### config.mk
export PLATFORM = sky130hd
export DESIGN_NAME = microstep_translator_chopper
export DESIGN_NICKNAME = d
export VERILOG_FILES = /design/src/bridge_chopper.v /design/src/microstep_translator_chopper.v /design/src/sine_table.v
export VERILOG_INCLUDE_DIRS = /design/src /design/src/src
export SDC_FILE = /design/constraint.sdc
export NUM_CORES = 1
export LEC_CHECK = 0
export ABC_AREA = 1
export BUFFER_PORTS_ARGS = -buffer_cell sky130_fd_sc_hd__buf_2
export CAP_MARGIN = 25
export CORE_MARGIN = 8
export CORE_UTILIZATION = 32
export DETAILED_ROUTE_END_ITERATION = 6
export GPL_TIMING_DRIVEN = 0
export PLACE_DENSITY_LB_ADDON = 0.2
export SYNTH_ARGS = -nofsm -noshare
export SYNTH_HDL_FRONTEND = slang
export SYNTH_SLANG_ARGS = --single-unit
### constraint.sdc
create_clock -name clock -period 16.1 [get_ports clock]
set_input_delay 0.805 -clock clock [delete_from_list [all_inputs] [get_ports clock]]
set_output_delay 0.805 -clock clock [all_outputs]
set_load 0.01 [all_outputs]
### src/stepper_regs.vh
// Constants for the microstep translator and chopper
// Assumes a 200 MHz core clock
`ifndef STEPPER_REGS_VH
`define STEPPER_REGS_VH
`define CLOCK_MHZ            200
`define FIXED_OFF_US         30
`define FIXED_OFF_CYCLES     (`FIXED_OFF_US * `CLOCK_MHZ)
`define BLANK_US             1
`define BLANK_CYCLES         (`BLANK_US * `CLOCK_MHZ)
`define FAST_NUM             5
`define FAST_DEN             16
`define RES_DIV              825
`define SINE_STEPS           32
// Register map, byte addresses
`define ADDR_CONTROL         4'h0
`define ADDR_OFFTIME         4'h4
`define ADDR_STATUS          4'h8
`define ADDR_POSITION        4'hC
// Control field positions
`define CTL_STEP_BIT         0
`define CTL_DIR_BIT          1
`define CTL_MS_LO_BIT        2
`define CTL_MS_HI_BIT        3
`define CTL_RESETN_BIT       4
`define CTL_TRIP1_BIT        5
`define CTL_TRIP2_BIT        6
`define CTL_FAULT_BIT        7
`define CTL_RESET            32'h0000_0010
// Off-time mode encodings
`define OFFMODE_HIGH         2'h0
`define OFFMODE_LOW          2'h1
`define OFFMODE_RES          2'h2
`define OFFTIME_RESET        32'h0000_0000
// Position of home in the 1/8 step table
`define HOME_INDEX           5'h04
`endif

### src/bridge_chopper.v
// Fixed off-time PWM chopper for one full bridge
// Assumes the trip input is synchronous; counts come from the top
`timescale 1ns/100ps
module bridge_chopper #(
  parameter CW = 16
) (
  clock,
  resetn,
  run,
  mixed,
  trip,
  off_cycles,
  fast_cycles,
  blank_cycles,
  source_on,
  sink_on,
  fast_decay
);
  input  wire          clock;
  input  wire          resetn;
  input  wire          run;
  input  wire          mixed;
  input  wire          trip;
  input  wire [CW-1:0] off_cycles;
  input  wire [CW-1:0] fast_cycles;
  input  wire [CW-1:0] blank_cycles;
  output reg           source_on;
  output reg           sink_on;
  output reg           fast_decay;

  reg [CW-1:0] off_count;
  reg [CW-1:0] blank_count;
  reg          in_off;
  reg          mixed_cycle;

  always @(posedge clock or negedge resetn) begin
    if (!resetn) begin
      off_count   <= {CW{1'b0}};
      blank_count <= {CW{1'b0}};
      in_off      <= 1'b0;
      mixed_cycle <= 1'b1;
      source_on   <= 1'b0;
      sink_on     <= 1'b0;
      fast_decay  <= 1'b0;
    end else if (!run) begin
      off_count   <= {CW{1'b0}};
      blank_count <= blank_cycles;
      in_off      <= 1'b0;
      source_on   <= 1'b0;
      sink_on     <= 1'b0;
      fast_decay  <= 1'b0;
    end else if (!in_off) begin
      source_on  <= 1'b1;
      sink_on    <= 1'b1;
      fast_decay <= 1'b0;
      if (blank_count != {CW{1'b0}}) begin
        blank_count <= blank_count - {{(CW-1){1'b0}}, 1'b1};
      end else if (trip) begin
        in_off      <= 1'b1;
        mixed_cycle <= mixed;
        off_count   <= off_cycles;
        blank_count <= blank_cycles;
        source_on   <= 1'b0;
        sink_on     <= ~mixed;
        fast_decay  <= mixed;
      end
    end else begin
      if (blank_count != {CW{1'b0}}) begin
        blank_count <= blank_count - {{(CW-1){1'b0}}, 1'b1};
      end
      if (off_count <= {{(CW-1){1'b0}}, 1'b1}) begin
        in_off      <= 1'b0;
        blank_count <= blank_cycles;
        source_on   <= 1'b1;
        sink_on     <= 1'b1;
        fast_decay  <= 1'b0;
      end else begin
        off_count <= off_count - {{(CW-1){1'b0}}, 1'b1};
        if (mixed_cycle && (off_cycles - off_count) >= fast_cycles) begin
          fast_decay <= 1'b0;
          sink_on    <= 1'b1;
        end
      end
    end
  end
endmodule // bridge_chopper

### src/microstep_translator_chopper.v
// Step/direction translator with two fixed off-time bridge choppers
// Assumes Avalon-MM master on the same clock; trips and faults synchronous
//
// Function
// - Reset loads Home levels and polarities, both bridges mixed decay.
// - Each advance rising edge moves translator one increment.
// - Translator drives levels and polarities, increment set by resolution.
// - Falling level picks mixed decay, equal or higher picks slow.
// - Resolution change applies only at next advance rising edge.
// - Direction picks walk sense, applied at next advance rising edge.
// - Mixed decay: fast for first 31.25% of off time, then slow.
// - Setting high: 30 us off time, automatic decay, full step slow.
// - Setting low: 30 us off time, mixed decay always.
// - Resistor setting: off time resistance/825 us, automatic decay.
// - Reset held: Home, FETs off, advance pulses ignored.
// - On phase enables diagonal pair; trip clears latch per decay mode.
// - One-shot holds source FET off for off interval, then on again.
// - Comparator blanked about 1 us after each switching event.
// - Thermal or overcurrent reset returns translator Home.
// - Selects: LL full, HL half, LH quarter, HH eighth.
// - Home is 45 degrees; sequence defined for direction high.
`timescale 1ns/100ps
`include "stepper_regs.vh"
module microstep_translator_chopper #(
  parameter CLOCK_MHZ = `CLOCK_MHZ,
  parameter CW        = 20
) (
  clock,
  resetn,
  avs_address,
  avs_read,
  avs_write,
  avs_writedata,
  avs_readdata,
  avs_waitrequest,
  level1,
  level2,
  polarity1,
  polarity2,
  mixed1,
  mixed2,
  source1,
  sink1,
  fast1,
  source2,
  sink2,
  fast2
);
  input  wire        clock;
  input  wire        resetn;
  input  wire [3:0]  avs_address;
  input  wire        avs_read;
  input  wire        avs_write;
  input  wire [31:0] avs_writedata;
  output reg  [31:0] avs_readdata;
  output reg         avs_waitrequest;
  output reg  [6:0]  level1;
  output reg  [6:0]  level2;
  output reg         polarity1;
  output reg         polarity2;
  output reg         mixed1;
  output reg         mixed2;
  output wire        source1;
  output wire        sink1;
  output wire        fast1;
  output wire        source2;
  output wire        sink2;
  output wire        fast2;

  localparam [CW-1:0] FIXED_OFF = (`FIXED_OFF_US * CLOCK_MHZ);
  localparam [CW-1:0] BLANK     = (`BLANK_US * CLOCK_MHZ);
  localparam [2:0]    FAST_MUL  = `FAST_NUM;

  localparam ST_IDLE  = 2'h0;
  localparam ST_READ  = 2'h1;
  localparam ST_LOAD1 = 2'h2;
  localparam ST_LOAD2 = 2'h3;

  reg  [31:0]   control;
  reg  [31:0]   offtime;
  reg  [4:0]    sync_a;
  reg  [4:0]    sync_b;
  reg           step_prev;
  reg  [4:0]    position;
  reg  [1:0]    state;
  reg  [4:0]    pending_pos;
  reg  [3:0]    table_index;
  reg  [CW-1:0] off_cycles;
  reg  [CW-1:0] fast_cycles;
  reg  [4:0]    next_position;
  reg  [4:0]    increment;
  reg  [4:0]    ph2_pos;
  wire [6:0]    table_level;
  wire          run;
  wire          full_step;
  wire          force_mixed;
  wire [31:0]   offtime_us;
  wire [CW+2:0] fast_scaled;

  always @(posedge clock or negedge resetn) begin
    if (!resetn) begin
      sync_a <= 5'h00;
      sync_b <= 5'h00;
    end else begin
      sync_a <= {control[`CTL_RESETN_BIT], control[`CTL_MS_HI_BIT],
                 control[`CTL_MS_LO_BIT], control[`CTL_DIR_BIT], control[`CTL_STEP_BIT]};
      sync_b <= sync_a;
    end
  end

  assign run = sync_b[4] & ~control[`CTL_FAULT_BIT];
  assign full_step = (sync_b[3:2] == 2'h0);
  assign force_mixed = (offtime[1:0] == `OFFMODE_LOW);
  assign offtime_us = {2'h0, offtime[31:2]} / `RES_DIV;
  // Fast part is 5/16 of the off interval
  assign fast_scaled = off_cycles * FAST_MUL;

  always @* begin
    case (sync_b[3:2])
      2'h0:    increment = 5'h04;
      2'h1:    increment = 5'h02;
      2'h2:    increment = 5'h01;
      default: increment = 5'h01;
    endcase
    if (sync_b[3:2] == 2'h3) begin
      increment = 5'h01;
    end else if (sync_b[3:2] == 2'h2) begin
      increment = 5'h02;
    end else if (sync_b[3:2] == 2'h1) begin
      increment = 5'h04;
    end else begin
      increment = 5'h08;
    end
    if (sync_b[1]) begin
      next_position = position + increment;
    end else begin
      next_position = position - increment;
    end
  end

  always @(posedge clock or negedge resetn) begin
    if (!resetn) begin
      off_cycles  <= {CW{1'b0}};
      fast_cycles <= {CW{1'b0}};
    end else begin
      if (offtime[1:0] == `OFFMODE_RES) begin
        off_cycles <= offtime_us[CW-1:0] * CLOCK_MHZ[CW-1:0];
      end else begin
        off_cycles <= FIXED_OFF;
      end
      fast_cycles <= {1'b0, fast_scaled[CW+2:4]};
    end
  end

  // Phase 2 leads phase 1 by 90 degrees
  always @* begin
    ph2_pos = pending_pos + 5'h08;
    if (state == ST_LOAD1) begin
      table_index = (pending_pos[3]) ? (4'h8 - {1'b0, pending_pos[2:0]})
                                     : {1'b0, pending_pos[2:0]};
    end else begin
      table_index = (ph2_pos[3]) ? (4'h8 - {1'b0, ph2_pos[2:0]})
                                 : {1'b0, ph2_pos[2:0]};
    end
  end

  sine_table u_table (
    .clock  (clock),
    .resetn (resetn),
    .index  (table_index),
    .level  (table_level)
  );

  // Translator sequencer
  always @(posedge clock or negedge resetn) begin
    if (!resetn) begin
      position    <= `HOME_INDEX;
      pending_pos <= `HOME_INDEX;
      state       <= ST_IDLE;
      step_prev   <= 1'b0;
      level1      <= 7'h46;
      level2      <= 7'h46;
      polarity1   <= 1'b1;
      polarity2   <= 1'b1;
      mixed1      <= 1'b1;
      mixed2      <= 1'b1;
    end else begin
      step_prev <= sync_b[0];
      if (!run) begin
        position    <= `HOME_INDEX;
        pending_pos <= `HOME_INDEX;
        state       <= ST_LOAD1;
        level1      <= 7'h46;
        polarity1   <= 1'b1;
        mixed1      <= 1'b1;
      end else begin
        case (state)
          ST_IDLE: begin
            if (sync_b[0] && !step_prev) begin
              pending_pos <= next_position;
              position    <= next_position;
              state       <= ST_READ;
            end
          end
          ST_READ: begin
            state <= ST_LOAD1;
          end
          ST_LOAD1: begin
            state <= ST_LOAD2;
          end
          ST_LOAD2: begin
            state <= ST_IDLE;
          end
          default: begin
            state <= ST_IDLE;
          end
        endcase
      end
      // Table output is one cycle behind its index
      if (run && state == ST_LOAD2) begin
        level1    <= table_level;
        polarity1 <= ~pending_pos[4];
        mixed1    <= force_mixed | (run & ~full_step & (table_level < level1))
                     | ~run;
      end
    end
  end

  // Phase 2 loaded one cycle after phase 1 from the shared table
  reg       load2_d;
  always @(posedge clock or negedge resetn) begin
    if (!resetn) begin
      load2_d <= 1'b0;
    end else begin
      load2_d <= (state == ST_LOAD2) && run;
    end
  end

  // Phase 2 register update
  always @(posedge clock or negedge resetn) begin
    if (!resetn) begin
      level2    <= 7'h46;
      polarity2 <= 1'b1;
      mixed2    <= 1'b1;
    end else if (!run) begin
      level2    <= 7'h46;
      polarity2 <= 1'b1;
      mixed2    <= 1'b1;
    end else if (load2_d == 1'b0 && state == ST_IDLE) begin
      level2 <= level2;
    end else if (state == ST_IDLE && load2_d) begin
      level2    <= table_level;
      polarity2 <= ~ph2_pos[4];
      mixed2    <= force_mixed | (~full_step & (table_level < level2));
    end
  end

  bridge_chopper #(.CW(CW)) u_bridge1 (
    .clock        (clock),
    .resetn       (resetn),
    .run          (run),
    .mixed        (mixed1),
    .trip         (control[`CTL_TRIP1_BIT]),
    .off_cycles   (off_cycles),
    .fast_cycles  (fast_cycles),
    .blank_cycles (BLANK),
    .source_on    (source1),
    .sink_on      (sink1),
    .fast_decay   (fast1)
  );

  bridge_chopper #(.CW(CW)) u_bridge2 (
    .clock        (clock),
    .resetn       (resetn),
    .run          (run),
    .mixed        (mixed2),
    .trip         (control[`CTL_TRIP2_BIT]),
    .off_cycles   (off_cycles),
    .fast_cycles  (fast_cycles),
    .blank_cycles (BLANK),
    .source_on    (source2),
    .sink_on      (sink2),
    .fast_decay   (fast2)
  );

  // Avalon-MM slave, one wait cycle per access
  always @(posedge clock or negedge resetn) begin
    if (!resetn) begin
      control         <= `CTL_RESET;
      offtime         <= `OFFTIME_RESET;
      avs_readdata    <= 32'h0000_0000;
      avs_waitrequest <= 1'b1;
    end else begin
      avs_waitrequest <= 1'b1;
      if ((avs_read || avs_write) && avs_waitrequest) begin
        avs_waitrequest <= 1'b0;
        if (avs_write) begin
          case (avs_address)
            `ADDR_CONTROL: control <= avs_writedata;
            `ADDR_OFFTIME: offtime <= avs_writedata;
            default:       control <= control;
          endcase
        end else begin
          case (avs_address)
            `ADDR_CONTROL:  avs_readdata <= control;
            `ADDR_OFFTIME:  avs_readdata <= offtime;
            `ADDR_STATUS:   avs_readdata <= {16'h0000, mixed2, mixed1, polarity2,
                                             polarity1, fast2, fast1, sink2, sink1,
                                             source2, source1, 4'h0, run, 1'b0};
            `ADDR_POSITION: avs_readdata <= {level2, level1, 13'h0000, position};
            default:        avs_readdata <= 32'h0000_0000;
          endcase
        end
      end
      if (!avs_waitrequest) begin
        avs_waitrequest <= 1'b1;
      end
    end
  end
endmodule // microstep_translator_chopper

### src/sine_table.v
// Microstep current level table, eighth-step resolution, one quarter wave
// Assumes index 0..8 spans 0 to 90 electrical degrees
`timescale 1ns/100ps
module sine_table (
  clock,
  resetn,
  index,
  level
);
  input  wire       clock;
  input  wire       resetn;
  input  wire [3:0] index;
  output reg  [6:0] level;

  always @(posedge clock or negedge resetn) begin
    if (!resetn) begin
      level <= 7'h00;
    end else begin
      case (index)
        4'h0:    level <= 7'h00;
        4'h1:    level <= 7'h14;
        4'h2:    level <= 7'h26;
        4'h3:    level <= 7'h38;
        4'h4:    level <= 7'h46;
        4'h5:    level <= 7'h53;
        4'h6:    level <= 7'h5C;
        4'h7:    level <= 7'h62;
        default: level <= 7'h64;
      endcase
    end
  end
endmodule // sine_table

# Yosys cells after proc, flatten, opt, wreduce, memory -nomap -nowiden
# Memory sizes are Yosys's and may differ from the RTL's.
# Cells that the tools add are included.
# totals
ff_bits	270
latch_bits	0
ram_bits	0
romBits	56
in_bits	40
word_cells	228
n_memories	1
# mem_list
name	depth	word_bits	rd	rd_clocked_by_memory_dff	wr	line	source
(no name shown)	8	7	1	0	0	sine_table.v:19	case (index)
# classes
add_sub_neg	11
mul	2
n_div	1
magnitude_cmp	6
eq_ne	31
shift	0
muxes	98
bitwise_logic	20
n_reduce_logical	25
# op_table
cell	n
two-way mux 20 bit	23
case mux 32 bit (4 select lines)	1
subtractor 20 x 1 -> 20 bit (second input constant)	4
two-way mux 1 bit	55
two-way mux 7 bit	6
greater-or-equal comparator 20 x 19 -> 1 bit	2
less-or-equal comparator 20 x 1 -> 1 bit (second input constant)	2
nonzero test 20 bit	2
subtractor 20 bit	2
divider 30 x 10 -> 32 bit (second input constant)	1
two-way mux 4 bit	6
multiplier 20 x 3 -> 23 bit (second input constant)	1
multiplier 20 x 5 -> 17 bit (second input constant)	1
two-way mux 5 bit	4
inequality test 4 bit (second input constant)	4
inequality test 3 bit (second input constant)	5
less-than comparator 7 bit	2
inverter 1 bit	13
inequality test 3 x 2 -> 1 bit (second input constant)	4
AND reduction 3 bit	4
equality test 2 bit (second input constant)	5
AND reduction 2 bit	5
equality test 4 bit (second input constant)	2
inequality test 2 x 1 -> 1 bit (second input constant)	4
18 further kinds	36

# Longest topological paths before layout
# logic_depth
ltp_word	9
depth_mapped	176

# Cells and area by module
# Synthesis repeated with hierarchy kept, for this count alone.
# unflattened
cells_unflattened	3817
hier_area_um2	26688.1
# modules_own_cells
mod	n_inst	cells_each	area_each_um2	seq_area_each_um2
microstep_translator_chopper	1	2265	16609.7	4270.3
bridge_chopper	2	757	4864.7	1127.3
sine_table	1	38	349.1	175.2

# Least setup slack after synthesis
# Ideal clock, no wire load.
# synth_timing
path_kind	register -> register
from	register offtime[28]
to	register off_cycles[19]
setup_ns	0.127
t_arrival_ns	17.099
required_time_ns	15.973
path_slack_ns	-1.126
stages_incl_launch_ff	151
path_buffers	4
synth_period_minus_slack_ns	17.226
cell_sequence	dfrtp_1 > nor2_1 > inv_1 > o211ai_1 > nand2_2 > nand2_1 > nand2_1 > nor2_1 > nand3_4 > nand2_4 > inv_2 > nand2_1 > nand2_2 > inv_2 > nand3_2 > nand2_4 > nand2_4 > nand3_1 > [115 not listed] > nand2_1 > inv_1 > nor2_1 > nor2_1 > nor2_1 > nor2_1 > o21ai_0 > nand2_1 > nand2_1 > inv_1 > o21ai_0 > nand2_1 > xor2_1 > xor2_1 > xor2_1 > inv_1 > o21ai_0 > a21oi_1
# synth_between
elab_chain_cells	3
# synth_rtl
item	line	source
from (decl)	microstep_translator_chopper.v:80	reg [31:0] offtime;
from (signal assigned)	microstep_translator_chopper.v:290	offtime <= `OFFTIME_RESET;
from (signal assigned)	microstep_translator_chopper.v:300	`ADDR_OFFTIME: offtime <= avs_writedata;
divider 30 x 10 -> 32 bit (no source line)	n/a	
multiplier 20 x 5 -> 17 bit	microstep_translator_chopper.v:147	off_cycles <= offtime_us[CW-1:0] * CLOCK_MHZ[CW-1:0];
two-way mux 20 bit	microstep_translator_chopper.v:146	if (offtime[1:0] == `OFFMODE_RES) begin
to (signal assigned)	microstep_translator_chopper.v:143	off_cycles <= {CW{1'b0}};
to (signal assigned)	microstep_translator_chopper.v:147	
to (decl)	microstep_translator_chopper.v:88	reg [CW-1:0] off_cycles;
# Every way passes these cells.
# A chain may end at the register's enable or synchronous reset.

# Worst setup path in the final report
# layout_timing
from	register offtime[22]
to	register off_cycles[18]
# Same word-level chain as after synthesis.

==> results.tsv <==
metric	value	unit
status	finished, violations left	
failing checks	negative setup slack	
CTS Hold Bufs	0	
initial antenna violation count	0	
internal reg-to-reg setup slack	-2.04	ns
Area Growth Syn to Fin	32.2	%
vias per inst	4.88	
CP arrival	18.61	ns
Congestion Overflow GR	0	
Via Count	22975	
TritonCTS clock tree	yes	
Max clock buf depth	3	
Setup CP Type	flop to flop	
most frequent cells in the layout	nand2_1 (579), inv_1 (421), dfrtp_1 (248)	
Slew headroom	0.456	
actual slew at the worst max-slew pin	0.816	ns
max-slew violations	0	
number of distinct library cells after synthesis	73	
crit-path max FO	8	
largest net degree at the start of global routing	100	
Die H	290	µm
GPL Wtd Cong	0.853	
CP max-delay cell	fa_1	
H-tree level count	2	
most common cell after layout, fill and taps aside	nand2_1	
Worst R2R Start	offtime[22]$_DFFE_PN0P_	
Core Rows	100	
fin crit share	1.13	
Starting Density	0.322	
min-delay worst type	primary input to async pin	
Clock Latency Late Sink	0.55	ns
layout cell share with drive strength beyond 1	0.301	
Final WS setup	-2.04	ns
ANT cells	0	
Final #Nets	3939	
Req. time, crit path	16.57	ns
Hold Fails Final Rpt	0	
# setup viols final	12	
RSZ-0062 raised after global routing	true	
initial DRC count	1328	
R2R Path End	off_cycles[18]$_DFF_PN0_	
sequential fraction of the synthesis area	0.280	
Die W	290	µm
Yosys warning count	0	
critical path's most frequent cell	nand2_4	
Largest stage delay, worst path	0.52	ns
All-Layer GR Usage	0.174	
crit path time final	18.14	ns
Fill cells	7590	
register bit count reported by yosys	267	
number of max-cap violations	0	
vias in the first global route	22141	
Synth Cell Area	23900	µm²
R2R cell count	158	
asr flop ratio synth	1.00	
detailed placement HPWL	54900	µm
clock sink count	267	
DRC	0	
WL/cell	15.9	µm
wirelength, routed	74800	µm
ys flop type	dfrtp_1	
CTS Buf Count	35	
die area	83800	µm²
CP endpoint kind	flop	
Fmax	55.1	MHz
pre-CTS setup slack	-4.09	ns
WHS	0.275	ns
worst setup path startpoint	offtime[22]$_DFFE_PN0P_	
I/O pins	97	
core outline area	74300	µm²
Post-synth EDFFs	0	
Clock Skew	0.0170	ns
Syn Nets	3519	
CTS root buffer	clkbuf_16	
# port buffers	96	
ANT nets after route	0	
first-pass GRT wire length	118000	µm
Pre-antenna DRT Iters	5	
Mapped Avg Cell Area	7.27	µm²
Worst Setup Start Kind	flop	
Worst-path clk slew	0.06	ns
Syn Inst Count	3293	
## sequential cells by signal (all words and copies together), names as in the netlist, 19 cells and up
register	flops
avs_readdata	32
control	32
fast_cycles	19
offtime	32
u_bridge1.blank_count	20
u_bridge1.off_count	20
u_bridge2.blank_count	20
u_bridge2.off_count	20
## layer usage
layer  vias up  routed length (µm)  part of all wire  GRT usage
met2       390               35500              0.47      0.295
li1      11688                   -                 -          -
met1     10831               35200              0.47      0.239
met5         -                   0                 0          0
met4         0                1310             0.018     0.0373
met3        66                2870             0.038     0.0205
## worst max-delay path: cells and delay by family, from the launching register on
family,cells,cell delay (ns)
AND/OR/NAND/NOR,105,10.55
AO/OA/AOI/OAI,20,2.77
adder cells (fa/ha/maj),5,1.20
buffers and inverters,28,3.02
flip-flops,1,0.43
## layout make-up
type | instances | area, µm² | area share
clock buffers | 50 | 1040 | 0.0330
clock inverters | 14 | 239 | 0.00755
flip-flops and latches | 267 | 6710 | 0.212
repair buffers | 379 | 2890 | 0.0914
multi-input cells | 2479 | 17400 | 0.549
inverters | 500 | 1950 | 0.0616
well taps | 969 | 1210 | 0.0383
plain buffers | 51 | 238 | 0.00751
## synth_stat cells, types with 5 or more instances
| library cell | count | area (µm²) |
|---|---|---|
| nand2_1 | 663 | 2490 |
| inv_1 | 442 | 1660 |
| o21ai_0 | 260 | 1300 |
| dfrtp_1 | 252 | 6310 |
| nor2_1 | 234 | 878 |
| nand3_1 | 219 | 1100 |
| ha_1 | 173 | 2160 |
| a21oi_1 | 155 | 776 |
| nand2_2 | 153 | 957 |
| xor2_1 | 103 | 902 |
| nand2_4 | 55 | 619 |
| clkbuf_1 | 45 | 169 |
| nor3_1 | 37 | 185 |
| nor2_2 | 36 | 225 |
| inv_2 | 35 | 131 |
| nand4_1 | 31 | 194 |
| o22ai_1 | 30 | 188 |
| nand3_2 | 29 | 290 |
| xnor2_1 | 27 | 236 |
| o21ai_1 | 24 | 120 |
| o21bai_1 | 20 | 150 |
| a22oi_1 | 15 | 113 |
| clkinv_1 | 15 | 56.3 |
| dfstp_2 | 15 | 394 |
| nor2_4 | 15 | 169 |
| o211ai_1 | 15 | 113 |
| nand4_2 | 14 | 175 |
| fa_1 | 13 | 260 |
| o2111ai_1 | 12 | 105 |
| a221oi_1 | 11 | 96.3 |
| nand3b_1 | 11 | 82.6 |
| a211oi_1 | 9 | 67.6 |
| o31ai_1 | 9 | 67.6 |
| a21boi_0 | 8 | 60.1 |
| a31oi_1 | 8 | 50.1 |
| nor4_1 | 8 | 50.1 |
| a21oi_4 | 7 | 114 |
| or2_2 | 6 | 37.5 |
| a21o_1 | 5 | 37.5 |
| nand2_8 | 5 | 100 |
| nand3_4 | 5 | 87.6 |
| o21a_1 | 5 | 37.5 |
| o21ai_2 | 5 | 43.8 |
## what timing repair did
| action | CTS | global route |
|---|---|---|
| cloned | 8 | 0 |
| pin swaps | 217 | 220 |
| gates resized for setup | 299 | 196 |
| setup endpoints to repair | 16 | 15 |
| buffers inserted | 206 | 76 |
## per-stage QoR
| stage | std cells | area, µm² | setup TNS [ns] | util |
|---|---|---|---|---|
| after global placement | 4358 | 26000 | -37.55 | 0.349 |
| final | 4709 | 31600 | -14.23 | 0.426 |
| after detailed placement | 4362 | 26000 | -37.39 | 0.350 |
| after CTS | 4640 | 30300 | -11.67 | 0.408 |
| after global routing | 4709 | 31600 | -28.32 | 0.426 |
| after floorplan | 3293 | 24300 | -1.03 | - |
## cell families after synthesis
family                     after synthesis  synth area share
DFF                                    267             0.280
AOI/OAI and AO/OA                      615             0.151
xor gates and xnor gates               134            0.0507
adders and majority gates              186             0.101
and+or+nand+nor                       1538             0.327
muxes                                    2          0.000941
buffers and inverters                  551            0.0888
## how the worst max path moves through the flow
stage / endpoint / cells after the start / slack, ns
2_1_floorplan: off_cycles[19]$_DFF_PN0_ / 165 / -0.81
3_3_place_gp: off_cycles[19]$_DFF_PN0_ / 155 / -4.12
3_5_place_dp: off_cycles[19]$_DFF_PN0_ / 157 / -4.09
4_1_cts: off_cycles[19]$_DFF_PN0_ / 157 / -1.84
5_1_grt: off_cycles[19]$_DFF_PN0_ / 158 / -3.20
6_report: off_cycles[18]$_DFF_PN0_ / 158 / -2.04
Power is left out: the tool's default activity adds up to more than one toggle a clock period on the data nets, which glitch-free logic cannot reach.
